[src/hdl/pmws_pkg.sv]
/*
  pmws_pkg: constants and types for the power-mode and wake-up sequencer.
  assumes a single 100 MHz bus clock and an AHB-Lite register port.
*/
package pmws_pkg;
  // ==========================================================
  // register byte offsets
  localparam logic [7:0] PMWS_MODE_OFS   = 8'h00; // low-power mode select
  localparam logic [7:0] PMWS_CLK_OFS    = 8'h04; // clock source / pll / dividers
  localparam logic [7:0] PMWS_STAT_OFS   = 8'h08; // sequencer status
  localparam logic [7:0] PMWS_PCON_OFS   = 8'h0C; // peripheral clock gates
  localparam logic [7:0] PMWS_WMASK_OFS  = 8'h10; // captured wake mask (read)
  localparam logic [7:0] PMWS_DPD_OFS    = 8'h14; // deep power-down request from rtc side
  // ==========================================================
  // field positions
  localparam int PMWS_CLK_SRC_LSB  = 0;  // 2-bit clock source
  localparam int PMWS_CLK_PLL_EN   = 2;  // main pll enable
  localparam int PMWS_CLK_PLL_CON  = 3;  // main pll connect
  localparam int PMWS_CLK_UPLL_EN  = 4;  // usb pll enable
  localparam int PMWS_CLK_OSC_EN   = 5;  // main oscillator enable
  localparam int PMWS_CLK_CDIV_LSB = 8;  // cpu divider, 8 bits
  localparam int PMWS_CLK_UDIV_LSB = 16; // usb divider, 4 bits
  localparam int PMWS_NUM_IRQ      = 32; // interrupt lines watched
  localparam int PMWS_NUM_PERIPH   = 32; // peripheral clock gates
  // ==========================================================
  // reset values
  localparam logic [31:0] PMWS_PCON_RST = 32'hFFFFFFFF; // peripherals clocked
  // ==========================================================
  // timing
  localparam int PMWS_CLK_MHZ       = 100;  // hclk rate
  localparam int PMWS_IRC_MHZ       = 4;    // rc oscillator rate
  localparam int PMWS_IRC_START_US  = 60;   // rc start-up after power-down
  localparam int PMWS_FLASH_US      = 100;  // flash start-up
  localparam int PMWS_IRC_WAKE_CYC  = 4;    // rc cycles before resuming
  localparam int PMWS_OSC_WAKE_CYC  = 4096; // oscillator cycles before resuming
  localparam int PMWS_RST_CYC       = 16;   // fixed count after reset release
  localparam int PMWS_IRC_START_CYC = PMWS_IRC_START_US * PMWS_CLK_MHZ;
  localparam int PMWS_FLASH_CYC     = PMWS_FLASH_US * PMWS_CLK_MHZ;
  localparam int PMWS_IRC_WAKE_HCLK = PMWS_IRC_WAKE_CYC * (PMWS_CLK_MHZ / PMWS_IRC_MHZ);
  // ==========================================================
  // types
  typedef enum logic [1:0] {
    PMWS_SRC_IRC, PMWS_SRC_OSC, PMWS_SRC_RTC, PMWS_SRC_RSV
  } pmws_src_t;
  typedef enum logic [2:0] {
    PMWS_M_NONE, PMWS_M_SLEEP, PMWS_M_DSLEEP, PMWS_M_PDOWN, PMWS_M_DPDOWN
  } pmws_mode_t;
  typedef struct packed {
    logic core_clk_en;   // cpu_core_clock gate
    logic periph_clk_en; // peripheral clocks gate
    logic osc_run;       // main oscillator runs
    logic irc_out_en;    // internal_rc_osc output enabled
    logic irc_pwr;       // internal_rc_osc powered
    logic flash_pwr;     // flash powered
    logic flash_ok;      // flash access allowed
    logic core_pwr;      // main domain powered
  } pmws_pwr_t;
endpackage

[src/hdl/pmws_seq.sv]
/*
  pmws_seq: power-mode and wake-up sequencer with AHB-Lite registers.
  assumes the core asserts sleep_req with the captured mask valid, and that
  reset and irq pins come from outside the hclk domain.
*/
// The address map and register access over AHB-Lite are this design's own decisions.
// Contract
// - usb pll disabled after any reset
// - usb clock from main pll while disabled
// - usb pll fed by oscillator, usb only
// - rc oscillator is clock at power-up, wake (code: wake keeps clk_src, except after power-down)
// - wake-up timer holds execution until oscillator safe
// - sleep gates core clock until irq/reset
// - peripherals run in sleep, irq wakes
// - deep-sleep stops oscillator, gates clocks, retains
// - deep-sleep gates rc output, rtc runs
// - deep-sleep kills pll, clears dividers
// - deep-sleep exits on reset/clockless irq only
// - deep-sleep wake waits 4 or 4096
// - power-down also unpowers rc and flash
// - flash counter blocks flash for 100 us
// - deep power-down entered from rtc only
// - deep power-down exit: pin or alarm
// - irq controller hands mask on entry
// - masked irq wakes cpu while stopped
// - per-peripheral clock gate
// - internal reset held until conditions met
`timescale 1ns/1ns
module pmws_seq
  import pmws_pkg::*;
(
  input  wire logic        hclk,          // 100 MHz bus clock
  input  wire logic        hresetn,       // async active-low reset
  input  wire logic        hsel,
  input  wire logic [31:0] haddr,
  input  wire logic [1:0]  htrans,
  input  wire logic        hwrite,
  input  wire logic [2:0]  hsize,
  input  wire logic [31:0] hwdata,
  input  wire logic        hready,
  output logic      [31:0] hrdata,
  output logic             hreadyout,
  output logic             hresp,
  input  wire logic        ext_reset_n,   // reset pin, asynchronous
  input  wire logic        osc_stable,    // oscillator amplitude good, asynchronous
  input  wire logic        sleep_req,     // core sleep request, same clock
  input  wire logic [31:0] irq_mask,      // enabled, high-priority irqs from core
  input  wire logic [31:0] irq_lines,     // raw interrupt lines, asynchronous
  input  wire logic        rtc_alarm,     // rtc alarm match, asynchronous
  output logic             sys_reset_n,   // internal reset release
  output pmws_pwr_t        pwr,           // power and clock gates
  output logic             usb_pll_en,    // usb_dedicated_pll enable and power
  output logic             usb_clk_sel,   // 1: usb pll, 0: main pll 48 MHz
  output logic             main_pll_en,
  output logic             main_pll_con,
  output logic [1:0]       clk_src,
  output logic [7:0]       cpu_div,
  output logic [3:0]       usb_div,
  output logic [31:0]      periph_clk_en,
  output logic             wake_event     // one-cycle pulse on wake
);
  // ==========================================================
  // input synchronisers
  logic [1:0]  rst_s, osc_s, alm_s;        // two-stage level sync
  logic [31:0] irq_s0, irq_s1;             // irq sync stages
  always_ff @(posedge hclk or negedge hresetn) begin
    if (!hresetn) begin
      rst_s  <= 2'h0;
      osc_s  <= 2'h0;
      alm_s  <= 2'h0;
      irq_s0 <= 32'h0;
      irq_s1 <= 32'h0;
    end else begin
      rst_s  <= {rst_s[0], ext_reset_n};
      osc_s  <= {osc_s[0], osc_stable};
      alm_s  <= {alm_s[0], rtc_alarm};
      irq_s0 <= irq_lines;
      irq_s1 <= irq_s0;
    end
  end
  wire pin_rst_n = rst_s[1];
  wire osc_ok    = osc_s[1];
  wire alarm     = alm_s[1];

  // ==========================================================
  // bus address phase capture
  logic       wr_pend, rd_pend;            // data phase pending
  logic [7:0] ph_addr;                     // latched offset
  wire        acc = hsel & hready & htrans[1];
  always_ff @(posedge hclk or negedge hresetn) begin
    if (!hresetn) begin
      wr_pend <= 1'b0;
      rd_pend <= 1'b0;
      ph_addr <= 8'h0;
    end else begin
      wr_pend <= acc & hwrite;
      rd_pend <= acc & ~hwrite;
      if (acc) ph_addr <= haddr[7:0];
    end
  end
  function automatic logic hit(input logic [7:0] a, input logic [7:0] ofs);
    hit = (a == ofs);
  endfunction
  assign hreadyout = 1'b1;                 // zero wait states
  assign hresp     = 1'b0;                 // always okay

  // ==========================================================
  // sequencer state
  typedef enum logic [2:0] {
    S_RESET, S_RUN, S_SLEEP, S_STOP, S_IRC_UP, S_WAKE_WAIT, S_DPD
  } pmws_state_t;
  pmws_state_t state, next_state;
  pmws_mode_t  mode_sel, cur_mode, last_exit;
  logic [31:0] wake_mask;                  // captured mask from core
  logic [13:0] cnt;                        // wake/reset counter
  logic [13:0] flash_cnt;                  // flash start-up counter
  logic        src_was_osc;                // oscillator in use at entry
  logic        dpd_req;                    // rtc-side deep power-down request
  logic        osc_en;

  wire irq_hit = |(irq_s1 & wake_mask);
  wire wake_stop = (cur_mode == PMWS_M_DPDOWN) ? (alarm | ~pin_rst_n)
                                               : irq_hit;
  wire cnt_done  = (cnt == 14'h0);
  wire [13:0] wake_len = (cur_mode == PMWS_M_PDOWN) ? 14'(PMWS_IRC_WAKE_HCLK)
                        : src_was_osc ? 14'(PMWS_OSC_WAKE_CYC)
                        : 14'(PMWS_IRC_WAKE_HCLK);

  // next-state decode
  always_comb begin
    next_state = state;
    case (state)
      S_RESET:     if (pin_rst_n && osc_ok && cnt_done && flash_cnt == 14'h0)
                     next_state = S_RUN;
      S_RUN:       if (sleep_req && mode_sel != PMWS_M_NONE)
                     next_state = (mode_sel == PMWS_M_SLEEP) ? S_SLEEP
                                : (mode_sel == PMWS_M_DPDOWN) ? S_RUN : S_STOP;
      S_SLEEP:     if (|irq_s1) next_state = S_RUN;
      S_STOP:      if (wake_stop)
                     next_state = (cur_mode == PMWS_M_PDOWN) ? S_IRC_UP : S_WAKE_WAIT;
      S_IRC_UP:    if (cnt_done) next_state = S_WAKE_WAIT;
      S_WAKE_WAIT: if (cnt_done) next_state = S_RUN;
      S_DPD:       if (wake_stop) next_state = S_RESET;
      default:     next_state = S_RESET;
    endcase
    if (dpd_req && state == S_RUN && sleep_req && mode_sel == PMWS_M_DPDOWN)
      next_state = S_DPD;
    // the reset pin wins over every mode, sleep and stop included
    if (!pin_rst_n)
      next_state = S_RESET;
  end

  always_ff @(posedge hclk or negedge hresetn) begin
    if (!hresetn) begin
      state <= S_RESET;
    end else begin
      state <= next_state;
    end
  end

  // counters and captured context
  always_ff @(posedge hclk or negedge hresetn) begin
    if (!hresetn) begin
      cnt         <= 14'(PMWS_RST_CYC);
      flash_cnt   <= 14'(PMWS_FLASH_CYC);
      cur_mode    <= PMWS_M_NONE;
      last_exit   <= PMWS_M_NONE;
      wake_mask   <= 32'h0;
      src_was_osc <= 1'b0;
      wake_event  <= 1'b0;
    end else begin
      wake_event <= 1'b0;
      if (!cnt_done) cnt <= cnt - 14'h1;
      if (flash_cnt != 14'h0 && pwr.flash_pwr) flash_cnt <= flash_cnt - 14'h1;
      if (state == S_RUN && next_state != S_RUN) begin
        cur_mode    <= mode_sel;
        wake_mask   <= irq_mask;
        src_was_osc <= (clk_src == PMWS_SRC_OSC);
      end
      if (state == S_STOP && next_state != S_STOP) begin
        cnt <= (cur_mode == PMWS_M_PDOWN) ? 14'(PMWS_IRC_START_CYC) : wake_len;
        if (cur_mode == PMWS_M_PDOWN) flash_cnt <= 14'(PMWS_FLASH_CYC);
      end
      if (state == S_IRC_UP && cnt_done) cnt <= wake_len;
      // any way back into reset restarts the full release sequence
      if (state != S_RESET && next_state == S_RESET) begin
        cnt       <= 14'(PMWS_RST_CYC);
        flash_cnt <= 14'(PMWS_FLASH_CYC);
        if (state == S_DPD) last_exit <= PMWS_M_DPDOWN;
      end
      if (state != S_RUN && state != S_RESET && next_state == S_RUN) begin
        last_exit  <= cur_mode;
        wake_event <= 1'b1;
      end
    end
  end

  // ==========================================================
  // software registers
  always_ff @(posedge hclk or negedge hresetn) begin
    if (!hresetn) begin
      mode_sel      <= PMWS_M_NONE;
      clk_src       <= PMWS_SRC_IRC;
      main_pll_en   <= 1'b0;
      main_pll_con  <= 1'b0;
      usb_pll_en    <= 1'b0;
      osc_en        <= 1'b0;
      cpu_div       <= 8'h0;
      usb_div       <= 4'h0;
      periph_clk_en <= PMWS_PCON_RST;
      dpd_req       <= 1'b0;
    end else begin
      if (wr_pend && hit(ph_addr, PMWS_MODE_OFS)) mode_sel <= pmws_mode_t'(hwdata[2:0]);
      if (wr_pend && hit(ph_addr, PMWS_CLK_OFS)) begin
        clk_src      <= hwdata[PMWS_CLK_SRC_LSB +: 2];
        main_pll_en  <= hwdata[PMWS_CLK_PLL_EN];
        main_pll_con <= hwdata[PMWS_CLK_PLL_CON];
        usb_pll_en   <= hwdata[PMWS_CLK_UPLL_EN];
        osc_en       <= hwdata[PMWS_CLK_OSC_EN];
        cpu_div      <= hwdata[PMWS_CLK_CDIV_LSB +: 8];
        usb_div      <= hwdata[PMWS_CLK_UDIV_LSB +: 4];
      end
      if (wr_pend && hit(ph_addr, PMWS_PCON_OFS)) periph_clk_en <= hwdata;
      if (wr_pend && hit(ph_addr, PMWS_DPD_OFS)) dpd_req <= hwdata[0];
      if (state == S_RUN && next_state == S_STOP) begin
        main_pll_en  <= 1'b0;
        main_pll_con <= 1'b0;
        cpu_div      <= 8'h0;
        usb_div      <= 4'h0;
        if (mode_sel == PMWS_M_PDOWN) clk_src <= PMWS_SRC_IRC;
      end
      if (next_state == S_DPD) dpd_req <= 1'b0;
      // power loss or pin reset: every register written over the bus returns to its reset value
      if (state != S_RESET && next_state == S_RESET) begin
        mode_sel      <= PMWS_M_NONE;
        clk_src       <= PMWS_SRC_IRC;
        main_pll_en   <= 1'b0;
        main_pll_con  <= 1'b0;
        usb_pll_en    <= 1'b0;
        osc_en        <= 1'b0;
        cpu_div       <= 8'h0;
        usb_div       <= 4'h0;
        periph_clk_en <= PMWS_PCON_RST;
        dpd_req       <= 1'b0;
      end
    end
  end

  // usb clock source: dedicated pll only when enabled and oscillator enabled
  assign usb_clk_sel = usb_pll_en & osc_en;

  // ==========================================================
  // power and clock gate outputs
  wire stopped = (state == S_STOP) || (state == S_DPD);
  wire pd_like = (cur_mode == PMWS_M_PDOWN) && (state == S_STOP || state == S_IRC_UP);
  always_ff @(posedge hclk or negedge hresetn) begin
    if (!hresetn) begin
      pwr         <= '0;
      sys_reset_n <= 1'b0;
      hrdata      <= 32'h0;
    end else begin
      sys_reset_n       <= (state != S_RESET) && (state != S_DPD);
      pwr.core_clk_en   <= (state == S_RUN);
      pwr.periph_clk_en <= ~stopped && state != S_RESET;
      pwr.osc_run       <= osc_en & ~stopped;
      pwr.irc_out_en    <= ~stopped && state != S_IRC_UP;
      pwr.irc_pwr       <= ~pd_like && state != S_DPD;
      pwr.flash_pwr     <= ~pd_like && state != S_DPD;
      pwr.flash_ok      <= (flash_cnt == 14'h0) && ~pd_like;
      pwr.core_pwr      <= (state != S_DPD);
      hrdata <= 32'h0;
      if (rd_pend || acc) begin
        if (hit(haddr[7:0], PMWS_MODE_OFS)) hrdata <= {29'h0, mode_sel};
        else if (hit(haddr[7:0], PMWS_CLK_OFS))
          hrdata <= {12'h0, usb_div, cpu_div, 2'h0, osc_en, usb_pll_en,
                     main_pll_con, main_pll_en, clk_src};
        else if (hit(haddr[7:0], PMWS_STAT_OFS))
          hrdata <= {24'h0, osc_ok, pwr.flash_ok, 3'h0, last_exit};
        else if (hit(haddr[7:0], PMWS_PCON_OFS)) hrdata <= periph_clk_en;
        else if (hit(haddr[7:0], PMWS_WMASK_OFS)) hrdata <= wake_mask;
        else if (hit(haddr[7:0], PMWS_DPD_OFS)) hrdata <= {31'h0, dpd_req};
      end
    end
  end
endmodule
[config.mk]
export PLATFORM = sky130hd
export DESIGN_NAME = pmws_seq
export DESIGN_NICKNAME = d
export VERILOG_FILES = /design/src/hdl/pmws_pkg.sv /design/src/hdl/pmws_seq.sv
export SDC_FILE = /design/constraint.sdc
export NUM_CORES = 1
export LEC_CHECK = 0
export BUFFER_PORTS_ARGS = -buffer_cell sky130_fd_sc_hd__clkbuf_2
export CAP_MARGIN = 10
export CELL_PAD_IN_SITES_DETAIL_PLACEMENT = 1
export CELL_PAD_IN_SITES_GLOBAL_PLACEMENT = 2
export CORE_UTILIZATION = 31
export DETAILED_ROUTE_END_ITERATION = 10
export GPL_TIMING_DRIVEN = 1
export PLACE_DENSITY = 0.75
export SYNTH_ARGS = -nofsm -noshare
export SYNTH_HDL_FRONTEND = slang
export SYNTH_SLANG_ARGS = --single-unit
[constraint.sdc]
create_clock -name hclk -period 3.3 [get_ports hclk]
set_input_delay 0.495 -clock hclk [delete_from_list [all_inputs] [get_ports hclk]]
set_output_delay 0.495 -clock hclk [all_outputs]
set_load 0.05 [all_outputs]
* Word level (Yosys, flattened, before mapping) *
Cells that the tools add are included.

word-level totals
  output and inout bits = 94
  bits of input ports = 142
  logic and storage cells = 188
  register bits = 245

operators by class
  multiplexer cells = 63
  reduce and logical (&&, ||, !) cells = 47
  eq/ne operators = 29
  bitwise operators = 12
  add/sub/neg operators = 2

operator list
  operator               number
  $mux 32                8
  $mux 14                8
  $reduce_or 32->1       2
  $mux 3                 14
  $mux 13                3
  $and 32x32->32         1
  $logic_not 14->1       2
  $sub 14x1->14 const B  2
  $logic_and 1x1->1      25
  $eq 8x4->1 const B     3
  $eq 8x5->1 const B     3
  $mux 8                 3
  $pmux 3 s7             1
  $eq 3x3->1 const B     6
  $mux 1                 17
  $eq 8x3->1 const B     2
  $logic_not 8->1        2
  $eq 3x2->1 const B     5
  $reduce_bool 14->1     1
  $mux 2                 6
  $mux 4                 3
  $reduce_bool 3->1      4
  $reduce_bool 2->1      5
  $eq 3x1->1 const B     3
  11 further kinds       24

* Longest topological paths before layout *
Gate-level depths: netlist of the first run.

  word-level depth = 12
  mapped depth = 13
  gate-level depth less buffers = 9

* Least setup slack after synthesis of the first run *
No wires, ideal clock.

  path kind = flip-flop to flip-flop
  start = register cnt[0]
  end = register wake_mask[10]
  arrival time = 2997 ps
  stages on the path, launching flop included = 12
  setup time = 127 ps
  slack = 175 ps
  required time = 3173 ps
  buffers on the path = 2
  clock period less this slack = 3125 ps
  path through = dfrtp_1 > inv_1 > ha_1 > nor3b_2 > nand4_4 > o2111ai_1 > o41ai_1 > or4b_1 > buf_2 > o31ai_4 > buf_6 > mux2_1

on the way
  longest elaborated chain between the ends = 9
  elaborated cells between the ends (all ways) = 11
  those cells by class = 1 x eq/ne; 6 x mux; 4 x reduce/logical

RTL lines
  item                            line             RTL
  from (decl)                     pmws_seq.sv:115  logic [13:0] cnt;
  from (signal assigned)          pmws_seq.sv:164  cnt <= 14'(PMWS_RST_CYC);
  from (signal assigned)          pmws_seq.sv:173  if (!cnt_done) cnt <= cnt - 14'h1;
  from (signal assigned)          pmws_seq.sv:181  cnt <= (cur_mode == PMWS_M_PDOWN) ? 14'(PMWS_IRC_START_CYC) : wake_len;
  $logic_not 14->1 *              pmws_seq.sv:124  wire cnt_done = (cnt == 14'h0);
  $logic_and 1x1->1 (2 in a row)  pmws_seq.sv:133  S_RESET: if (pin_rst_n && osc_ok && cnt_done && flash_cnt == 14'h0)
  $mux 3                          pmws_seq.sv:133
  $pmux 3 s7 *                    pmws_seq.sv:132  case (state)
  $mux 3 *                        pmws_seq.sv:146  if (dpd_req && state == S_RUN && sleep_req && mode_sel == PMWS_M_DPDOWN)
  $mux 3 *                        pmws_seq.sv:149  if (!pin_rst_n)
  $ne 3x1->1 *                    pmws_seq.sv:175  if (state == S_RUN && next_state != S_RUN) begin
  $logic_and 1x1->1 *             pmws_seq.sv:175
  to (signal assigned)            pmws_seq.sv:177  wake_mask <= irq_mask;
  to (decl)                       pmws_seq.sv:114  logic [31:0] wake_mask;

Every way passes the cells marked *; elsewhere a longest branch is shown, timed or not.
A chain may end at the register's enable or synchronous reset.

* Final worst setup path of the first run *
  start = register state[1]
  end = register wake_mask[2]

on the way
  longest elaborated chain between the ends = 8
  elaborated cells between the ends (all ways) = 22
  those cells by class = 7 x eq/ne; 10 x mux; 5 x reduce/logical

RTL lines
  item                                                                line             RTL
  from (decl)                                                         pmws_seq.sv:112  pmws_state_t state, next_state;
  from (signal assigned)                                              pmws_seq.sv:157  state <= next_state;
  parallel branches: the longest is 7 deep, another holds $pmux 3 s7  --
  $logic_and 1x1->1 *                                                 pmws_seq.sv:175

Mark *: on every way between the ends.

==> results of run 1 <==
[cell type report]
type                       instances  share of cell area [%]
multi-input combinational        571                    27.6
inverter                          12                   0.348
clock inverter                    17                    1.81
sequential                       245                    47.8
clock buffer                      33                    5.71
tap                              402                    3.89
antenna                            4                  0.0774
timing repair buffer             273                    12.8
[per-layer routing]
metal  vias up  GRT usage (%)  part of all wire [%]
li1       3590              -                     -
met1      3948           26.9                    45
met2       203           31.9                    47
met3        50           3.06                   4.9
met4         2           6.03                   2.7
met5         -              0                 0.044
[worst max path at each step]
stage                            start  cells past startpoint  slack, ps             to
after floorplan                 cnt[0]                     11        180  wake_mask[10]
after global placement     cur_mode[0]                      8        -20         cnt[5]
after detailed placement   cur_mode[0]                      8        -70        cnt[10]
after CTS                 flash_cnt[0]                     10         10   wake_mask[4]
after global routing      flash_cnt[0]                     11         -7    cur_mode[1]
final                         state[1]                     10        130   wake_mask[2]
[through the flow]
stage               hold WS, ps  cells  instance area [um^2]
CTS                        33.3   1548                 12800
floorplan                   199    873                  9960
finish                     46.0   1557                 12900
detailed placement          336   1497                 11800
global placement            333   1497                 11800
global route               33.5   1555                 12900
[power by group through the flow]
stage / Sequential (mW) / Clock, mW / Combinational [mW]
6_report: 3.20 / 3.27 / 0.430
5_1_grt: 3.21 / 3.46 / 0.471
4_1_cts: 3.20 / 3.34 / 0.441
3_5_place_dp: 3.25 / 0 / 0.438
3_3_place_gp: 3.24 / 0 / 0.431
2_1_floorplan: 3.35 / 0 / 0.0966
[state kept, by name, indices dropped and copies added, names as in the netlist, 2 cells and up]
register / flops
alm_s: 2
clk_src: 2
cnt: 14
cpu_div: 8
cur_mode: 3
flash_cnt: 14
hrdata: 32
irq_s0: 32
irq_s1: 32
last_exit: 3
mode_sel: 3
osc_s: 2
periph_clk_en: 32
ph_addr: 8
pwr: 7
rst_s: 2
state: 3
usb_div: 4
wake_mask: 32
[kinds of logic after synthesis]
| family | Yosys count | share of synthesized area [%] |
|---|---|---|
| buf+inv | 57 | 2.60 |
| fa+ha+maj | 2 | 0.251 |
| flops | 245 | 62.1 |
| compound gates | 143 | 10.0 |
| mux | 55 | 6.12 |
| other cells | 2 | 0.0754 |
| xor+xnor | 24 | 2.11 |
| simple gates | 345 | 16.8 |
[cell usage in the layout (no fill, tap or decap), types with 18 or more instances in the layout]
| cell | netlist | routed |
|---|---|---|
| o21ai_0 | 23 | 23 |
| nand2_1 | 141 | 141 |
| a22oi_1 | 44 | 44 |
| dfrtp_1 | 207 | 207 |
| nand3_1 | 47 | 47 |
| dfstp_2 | 38 | 38 |
| mux2_2 | 18 | 18 |
| a21oi_1 | 27 | 27 |
| mux2_1 | 29 | 29 |
| clkbuf_2 | 0 | 204 |
| buf_4 | 3 | 58 |
| nor2_1 | 60 | 58 |
| clkbuf_16 | 0 | 28 |
[critical path, cell delays in order, from the launching register on]
cell	delay [ps]
dfrtp_1	500
inv_1	210
a21oi_1	90
and4_1	230
o31a_1	290
or4b_1	550
buf_4	200
o31ai_4	290
buf_6	180
buf_4	160
mux2_2	340
[repair_timing]
item,4_1_cts,5_1_grt
buffers inserted,0,3
pin swaps,0,3
resized for setup,1,8
setup endpoints to repair,7,77
hold buffers,1,0
hold endpoints to repair,11,0
cloned,0,2
==> qor.yml, run 1 <==
outcome:
  status: "finished, final reports clean"
synth:
  ys_top_cells_by_count: "dfrtp_1 (207), nand2_1 (141), nor2_1 (60)"
  synth_edf_count: 0
  synth.area.top_cells: "dfrtp_1 (52%), dfstp_2 (10%), nand2_1 (5.3%)"
  yosysTopAreaCell: "dfrtp_1"
  synth_seq_area_share_pct: 62.1
  synth-seq-cells: 245
  yosysTopAreaCellShare_pct: 52.0
  synth_cell_types: 69
  synth_area_um2: 9960
  synth_nets: 1017
  yosysMostFrequentCell: "dfrtp_1"
  synthCells: 873
  synthArstFlopShare_pct: 100
  yosysWarnings: 0
  syn_avg_cell_area_um2: 11.4
  synth_flop_cell: "dfrtp_1"
setup_path:
  r2r-end: "wake_mask[2]"
  regToRegStartpoint: "state[1]"
  crit_arrival_ps: 3590
  r2r_slack_ps: 130
  path_class: "register to register"
  required_ps: 3720
  r2r_cells: 10
  critPathLaunchType: "register"
  critPathCaptureType: "register"
  crit_fanout: 8
cts:
  cts_tree: "yes"
  numCtsBuffers: 27
  clkLatencyLatePin_ps: 550
  cts-root-buf: "clkbuf_16"
  cts_sinks: 245
  cts_max_path_buffers: 3
  htree_num_levels: 1
  clkTransAtPathRegs_ps: 60
pwr:
  p_total_mw: 6.90
  cellPowerDensity_nw_per_um2: 534
  p_switching_mw: 1.65
  power_switching_share_pct: 23.9
  p_leak_nw: 6.26
  peakVddDrop_mv: 0.408
  pwr-share-clk_pct: 47.4
  internal_power_mw: 5.25
  pwr-share-seq_pct: 46.3
  comb_power_share_pct: 6.2
finish:
  multi_input_area_um2: 3570
  nets: 1274
  final_util_pct: 41.0
  syn_to_final_growth_pct: 29.9
  layout-drive-gt1-share_pct: 34.8
  seqCellArea_um2: 6180
  num-fill-cells: 3521
run:
  drv_cap: 0
grt:
  grt_overflow_total: 0
  grt_pass1_vias: 8354
  antenna_found_initial: 5
  grt_pass1_wl_um: 49900
  track_usage_pct: 19.6
  grt_max_degree: 88
sta:
  finClkSkew_ps: 17.0
  fmaxAchievable_ghz: 0.315
  period_minus_slack_ps: 3170
  setup_ws_ps: 130
  finalSetupTns_ps: 0
  fin_crit_sh_pct: 96.1
  setup_viol: 0
  slew_viol_final: 0
  relSlewSlack_pct: 49.0
  timing_hold_violations_final: 0
  worst_slew_pin_slew_ps: 764
drt:
  drt-total-wl_um: 32200
  ant_nets: 0
  avgViaCountPerCell: 5.01
  drtIter0Drc: 286
  drt-wirelength-per-cell_um: 20.7
  drcViolationCount: 0
  dr.pass1.iters: 4
  vias: 7793
floorplan:
  initial_core_util_pct: 31.6
  core_um2: 31600
  die_width_um: 181
  rows: 65
  ios: 236
  die_area_um2: 32800
  die_h_um: 181
min_path:
  min_delay_path_depth: 1
  hold_class: "input port to register"
  min_from: "irq_lines[21]"
  holdPathEnd: "irq_s0[21]"
placed_design:
  place_ws_ps: -73.0
  gp_routability_congestion: 0.851
  detailed_place_hpwl_um: 23400
  port_buffers: 205
No activity file was read; power rests on OpenSTA's default activity.
==> run 2: changes to the inputs <==
- CORE_UTILIZATION: 31 -> 32
- CTS_BUF_LIST: unset -> sky130_fd_sc_hd__clkbuf_8
- PLACE_DENSITY: 0.75 -> 0.77
==> run 2 against run 1 <==
  * Worst setup slack lost 9.3 ps
  * Sequential cell count unchanged
  * Hold slack lost 12 ps
  * Cell area grew 1.1%
  * Die area is 3.1% lower
  * Register-to-register slack about the same
  * Non-clock buffer count grew 16
  * Largest cell class unchanged
  * Largest power group is now sequential cells
  * Highest routed layer unchanged
==> qor.yml, run 2 (same netlist as run 1, synthesis figures left out) <==
placed_design:
  gp_routability_congestion: 0.819
  detailed_place_hpwl_um: 23400
  port_buffers: 205
  place_ws_ps: -141
  postPlaceCellArea_um2: 11900
  dp_cells: 1498
finish:
  syn_to_final_growth_pct: 31.3
  design_area_um2: 13100
  layout.cells.non_filler: 1599
  layout-drive-gt1-share_pct: 36.1
  seqCellArea_um2: 6180
  final_cell_mix: "dfrtp_1 (207), clkbuf_2 (204), nand2_1 (141), buf_4 (69), clkbuf_8 (60)"
  num-fill-cells: 3450
  multi_input_area_um2: 3560
  layout_commonest_cell: "dfrtp_1"
  nets: 1306
pwr:
  p_leak_nw: 6.39
  p_total_mw: 6.76
  p_switching_mw: 1.70
  comb_power_share_pct: 6.5
  peakVddDrop_mv: 0.383
  cellPowerDensity_nw_per_um2: 517
  internal_power_mw: 5.06
  pwr-share-clk_pct: 46.3
  pwr-share-seq_pct: 47.3
  power_switching_share_pct: 25.1
drt:
  ant_nets: 0
  drt-total-wl_um: 32400
  drt-wirelength-per-cell_um: 20.2
  drcViolationCount: 0
  avgViaCountPerCell: 4.96
  drtIter0Drc: 379
  dr.pass1.iters: 4
  vias: 7935
cts:
  clkTransAtPathRegs_ps: 60
  clkLatencyLatePin_ps: 570
  cts_max_path_buffers: 3
  cts-root-buf: "clkbuf_8"
  cts_sinks: 245
  cts_tree: "yes"
  numCtsBuffers: 43
  htree_num_levels: 2
setup_path:
  critPathCaptureType: "register"
  crit_arrival_ps: 3620
  path_cells: "or2b_2, nor4_1, buf_4, o21ai_0, o41ai_1, or4b_1, buf_4, o31ai_4, buf_4, buf_12, mux2_1"
  critPathLaunchType: "register"
  path_class: "register to register"
  critical-path-top-delay-family: "simple AND/OR/NAND/NOR gates"
  cpPeakStageDelay_ps: 480
  crit_fanout: 16
  required_ps: 3740
  cp.buffers_inverters: 4
  slowest_stage: "nor4_1"
  crit_top_cell: "buf_4"
grt:
  grt_pass1_wl_um: 49300
  grt_pass1_vias: 8461
  grt_overflow_total: 0
  antenna_found_initial: 7
  grt_max_degree: 83
  track_usage_pct: 20.5
floorplan:
  rows: 64
  die_width_um: 178
  core_um2: 30600
  die_h_um: 178
  die_area_um2: 31800
  ios: 236
  initial_core_util_pct: 32.5
sta:
  slew_viol_final: 0
  worst_slew_pin_slew_ps: 842
  finalSetupTns_ps: 0
  fin_crit_sh_pct: 96.3
  fmaxAchievable_ghz: 0.315
  period_minus_slack_ps: 3180
  relSlewSlack_pct: 43.9
  setup_viol: 0
  setup_ws_ps: 121
  timing_hold_violations_final: 0
  finClkSkew_ps: 29.3
min_path:
  hold_class: "input port to register"
run:
  drv_cap: 0
outcome:
  status: "finished, final reports clean"
-- run 2: cell types whose count changed in the layout (fill, tap and decap cells not counted), moves of 3 or more --
| cell | before | now |
|---|---|---|
| inv_1 | 12 | 19 |
| bufinv_16 | 5 | 2 |
| dlygate4sd3_1 | 1 | 7 |
| diode_2 | 4 | 7 |
| clkbuf_8 | 4 | 60 |
| buf_4 | 58 | 69 |
| clkbuf_16 | 28 | 1 |
-- run 2: metrics by stage --
stage / hold slack [ps] / util [%]
after detailed placement: 336 / 38.8
after global placement: 332 / 38.8
after CTS: 0.840 / 42.3
after global routing: 5.52 / 42.7
final: 34.5 / 42.7
after floorplan: 199 / -
-- run 2: cell type report --
cell class                      instances  share of cell area [%]
Clock inverter                         19                    1.24
Multi-Input combinational cell        571                    27.3
Sequential cell                       245                    47.3
Antenna cell                            7                   0.134
Tap cell                              396                    3.79
Inverter                               12                   0.345
Timing Repair Buffer                  289                    13.6
Clock buffer                           60                    6.32
-- run 2: routing by layer --
| layer | GRT usage (%) | vias to the layer above | routed length [um] |
|---|---|---|---|
| li1 | - | 3685 | - |
| met5 | 0 | - | 17 |
| met3 | 3.60 | 50 | 1530 |
| met1 | 27.4 | 3994 | 14400 |
| met4 | 6.67 | 2 | 686 |
| met2 | 33.6 | 204 | 15700 |
-- run 2: path summary, 6_finish.rpt --
path,startpoint,end,slack [ps],cells past startpoint
setup / recovery,state[2],wake_mask[27],120,11
hold / removal,irq_lines[10],irq_s0[10],30,1
setup reg to reg,state[2],wake_mask[27],120,11
hold reg to reg,irq_s0[1],irq_s1[1],350,0
max in group asynchronous,hresetn,periph_clk_en[1],1940,3
min in group asynchronous,hresetn,usb_div[0],460,2
-- run 2: timing repair --
item	in CTS	in global routing
setup endpoints to repair	9	36
cloned	0	2
pin swaps	0	3
resized for setup	1	5
setup buffers	0	6
hold buffers	7	0
hold endpoints to repair	52	0
-- run 2: power by group through the flow --
stage          logic (mW)  clock network (mW)  registers, mW
6_report            0.436                3.13           3.20
5_1_grt             0.476                3.34           3.21
4_1_cts             0.444                3.22           3.20
3_5_place_dp        0.436                   0           3.25
3_3_place_gp        0.428                   0           3.24
2_1_floorplan      0.0966                   0           3.35
==> run 3: changes to the inputs <==
==> constraint.sdc (replaced) <==
create_clock -name hclk -period 3.3 [get_ports hclk]
set_input_delay 0.165 -clock hclk [delete_from_list [all_inputs] [get_ports hclk]]
set_output_delay 0.165 -clock hclk [all_outputs]
set_load 0.05 [all_outputs]
==> run 3 against run 2 <==
  * Count of clock-buffer cells in the layout fell by 4
  * Hold slack improved by 23 ps
  * Power rose by 0.38%
  * Core utilization rose by 3.7 points
  * Sequential cell count did not move
  * Clock power fell by 3%
  * Global-route usage rose by 1.7 points
  * Non-clock buffer count rose by 115
  * Via count rose by 7.1%
  * Register-to-register slack got worse by 50 ps
  * Cell area rose by 8.7%
  * Largest cell class unchanged
  * Highest routed layer is now met4
==> qor.yml, run 3 (same netlist as run 1, synthesis figures left out) <==
outcome:
  status: "finished, final reports clean"
grt:
  antenna_found_initial: 3
  met3_usage_pct: 3.67
  track_usage_pct: 22.2
  grt_max_degree: 109
  gr-usage-met2_pct: 38.5
  met1_usage_pct: 28.2
  grt_pass1_wl_um: 53200
  grt_pass1_vias: 9330
  grt_overflow_total: 0
  busiest_layer: "met2"
setup_path:
  critPathCaptureType: "register"
  critPathLaunchType: "register"
  path_class: "register to register"
  crit_arrival_ps: 3680
  required_ps: 3750
  r2r_cells: 13
  r2r_slack_ps: 70
  crit_fanout: 6
pwr:
  p_leak_nw: 6.91
  cellPowerDensity_nw_per_um2: 478
  peakVddDrop_mv: 0.279
sta:
  finClkSkew_ps: 63.0
  fin_crit_sh_pct: 97.8
  setup_ws_ps: 71.7
  worst_slew_pin_slew_ps: 877
  timing_hold_violations_final: 0
  finalSetupTns_ps: 0
  slew_viol_final: 0
  fmaxAchievable_ghz: 0.310
  setup_viol: 0
  relSlewSlack_pct: 41.5
  period_minus_slack_ps: 3230
finish:
  num-fill-cells: 3381
  syn_to_final_growth_pct: 42.7
  design_area_um2: 14200
  final_util_pct: 46.4
  nets: 1422
  layout-drive-gt1-share_pct: 34.6
  layout.cells.non_filler: 1709
  final_cell_mix: "dfrtp_1 (207), clkbuf_2 (204), nand2_1 (141), dlygate4sd3_1 (107), buf_4 (80)"
  layout_commonest_cell: "dfrtp_1"
drt:
  ant_nets: 0
  dr.pass1.iters: 4
  drcViolationCount: 0
  avgViaCountPerCell: 4.97
  drt-wirelength-per-cell_um: 20.4
  drt-total-wl_um: 34900
  vias: 8499
  drtIter0Drc: 420
cts:
  htree_num_levels: 2
  clkTransAtPathRegs_ps: 60
  cts_max_path_buffers: 3
  numCtsBuffers: 44
  cts_sinks: 245
  cts_tree: "yes"
  clkLatencyLatePin_ps: 600
  cts-root-buf: "clkbuf_8"
floorplan:
  rows: 64
  die_width_um: 178
  core_um2: 30600
  initial_core_util_pct: 32.5
  die_h_um: 178
  ios: 236
  die_area_um2: 31800
placed_design:
  port_buffers: 205
  dp_cells: 1508
  postPlaceCellArea_um2: 11900
  gp_routability_congestion: 0.838
  detailed_place_hpwl_um: 23400
  place_ws_ps: -133
min_path:
  min_delay_path_depth: 2
  hold_class: "input port to register"
run:
  drv_cap: 0
## run 3: report_power, final
| part | internal (mW) | leakage [nW] | switching (mW) |
|---|---|---|---|
| Combinational | 0.214 | 3.32 | 0.326 |
| Sequential | 3.13 | 3.07 | 0.0734 |
| Clock | 1.71 | 0.527 | 1.34 |
| Total | 5.05 | 6.91 | 1.74 |
## run 3: path summary, 6_finish.rpt
check | start | end
setup / recovery | cnt[0] | wake_mask[7]
hold / removal | haddr[3] | ph_addr[3]
setup reg to reg | cnt[0] | wake_mask[7]
hold reg to reg | irq_s0[6] | irq_s1[6]
max in group asynchronous | hresetn | flash_cnt[9]
min in group asynchronous | hresetn | usb_div[0]
## run 3: cell type report
class / count / area [um^2] / area share (%)
Multi-Input combinational cell: 571 / 3600 / 25.4
Inverter: 12 / 45.0 / 0.317
Timing Repair Buffer: 404 / 2930 / 20.6
Clock buffer: 56 / 771 / 5.42
Clock inverter: 22 / 180 / 1.27
Antenna cell: 3 / 7.51 / 0.0528
Tap cell: 396 / 495 / 3.49
Sequential cell: 245 / 6180 / 43.5
## run 3: critical path: stages (launching register included)
cell and delay (ps):
dfrtp_1 390, inv_2 60, ha_2 170, nor3b_4 220, nand4_4 110, o2111ai_2 240, o41ai_2 120, or4b_4 560
buf_6 140, buf_4 150, o31ai_4 260, buf_6 190, clkbuf_16 170, mux2_1 320
## run 3: per-stage QoR
stage / power (mW) / hold slack [ps]
after floorplan: 3.45 / -131
after global placement: 3.67 / 276
after detailed placement: 3.68 / 275
after CTS: 6.84 / 25.1
after global routing: 7.06 / 46.9
final: 6.79 / 57.3
## run 3: per-layer routing
layer	wire length (um)	up-vias
met2	17300	226
met4	789	0
li1	-	3902
met5	0	-
met3	1350	52
met1	15400	4319
## run 3: timing repair
action	4_1_cts	5_1_grt
endpoints found under the setup margin	23	71
gates resized for setup	1	17
hold endpoints to repair	218	0
setup buffers	0	9
hold buffers	107	0
cloned	0	4
pin swaps	0	5
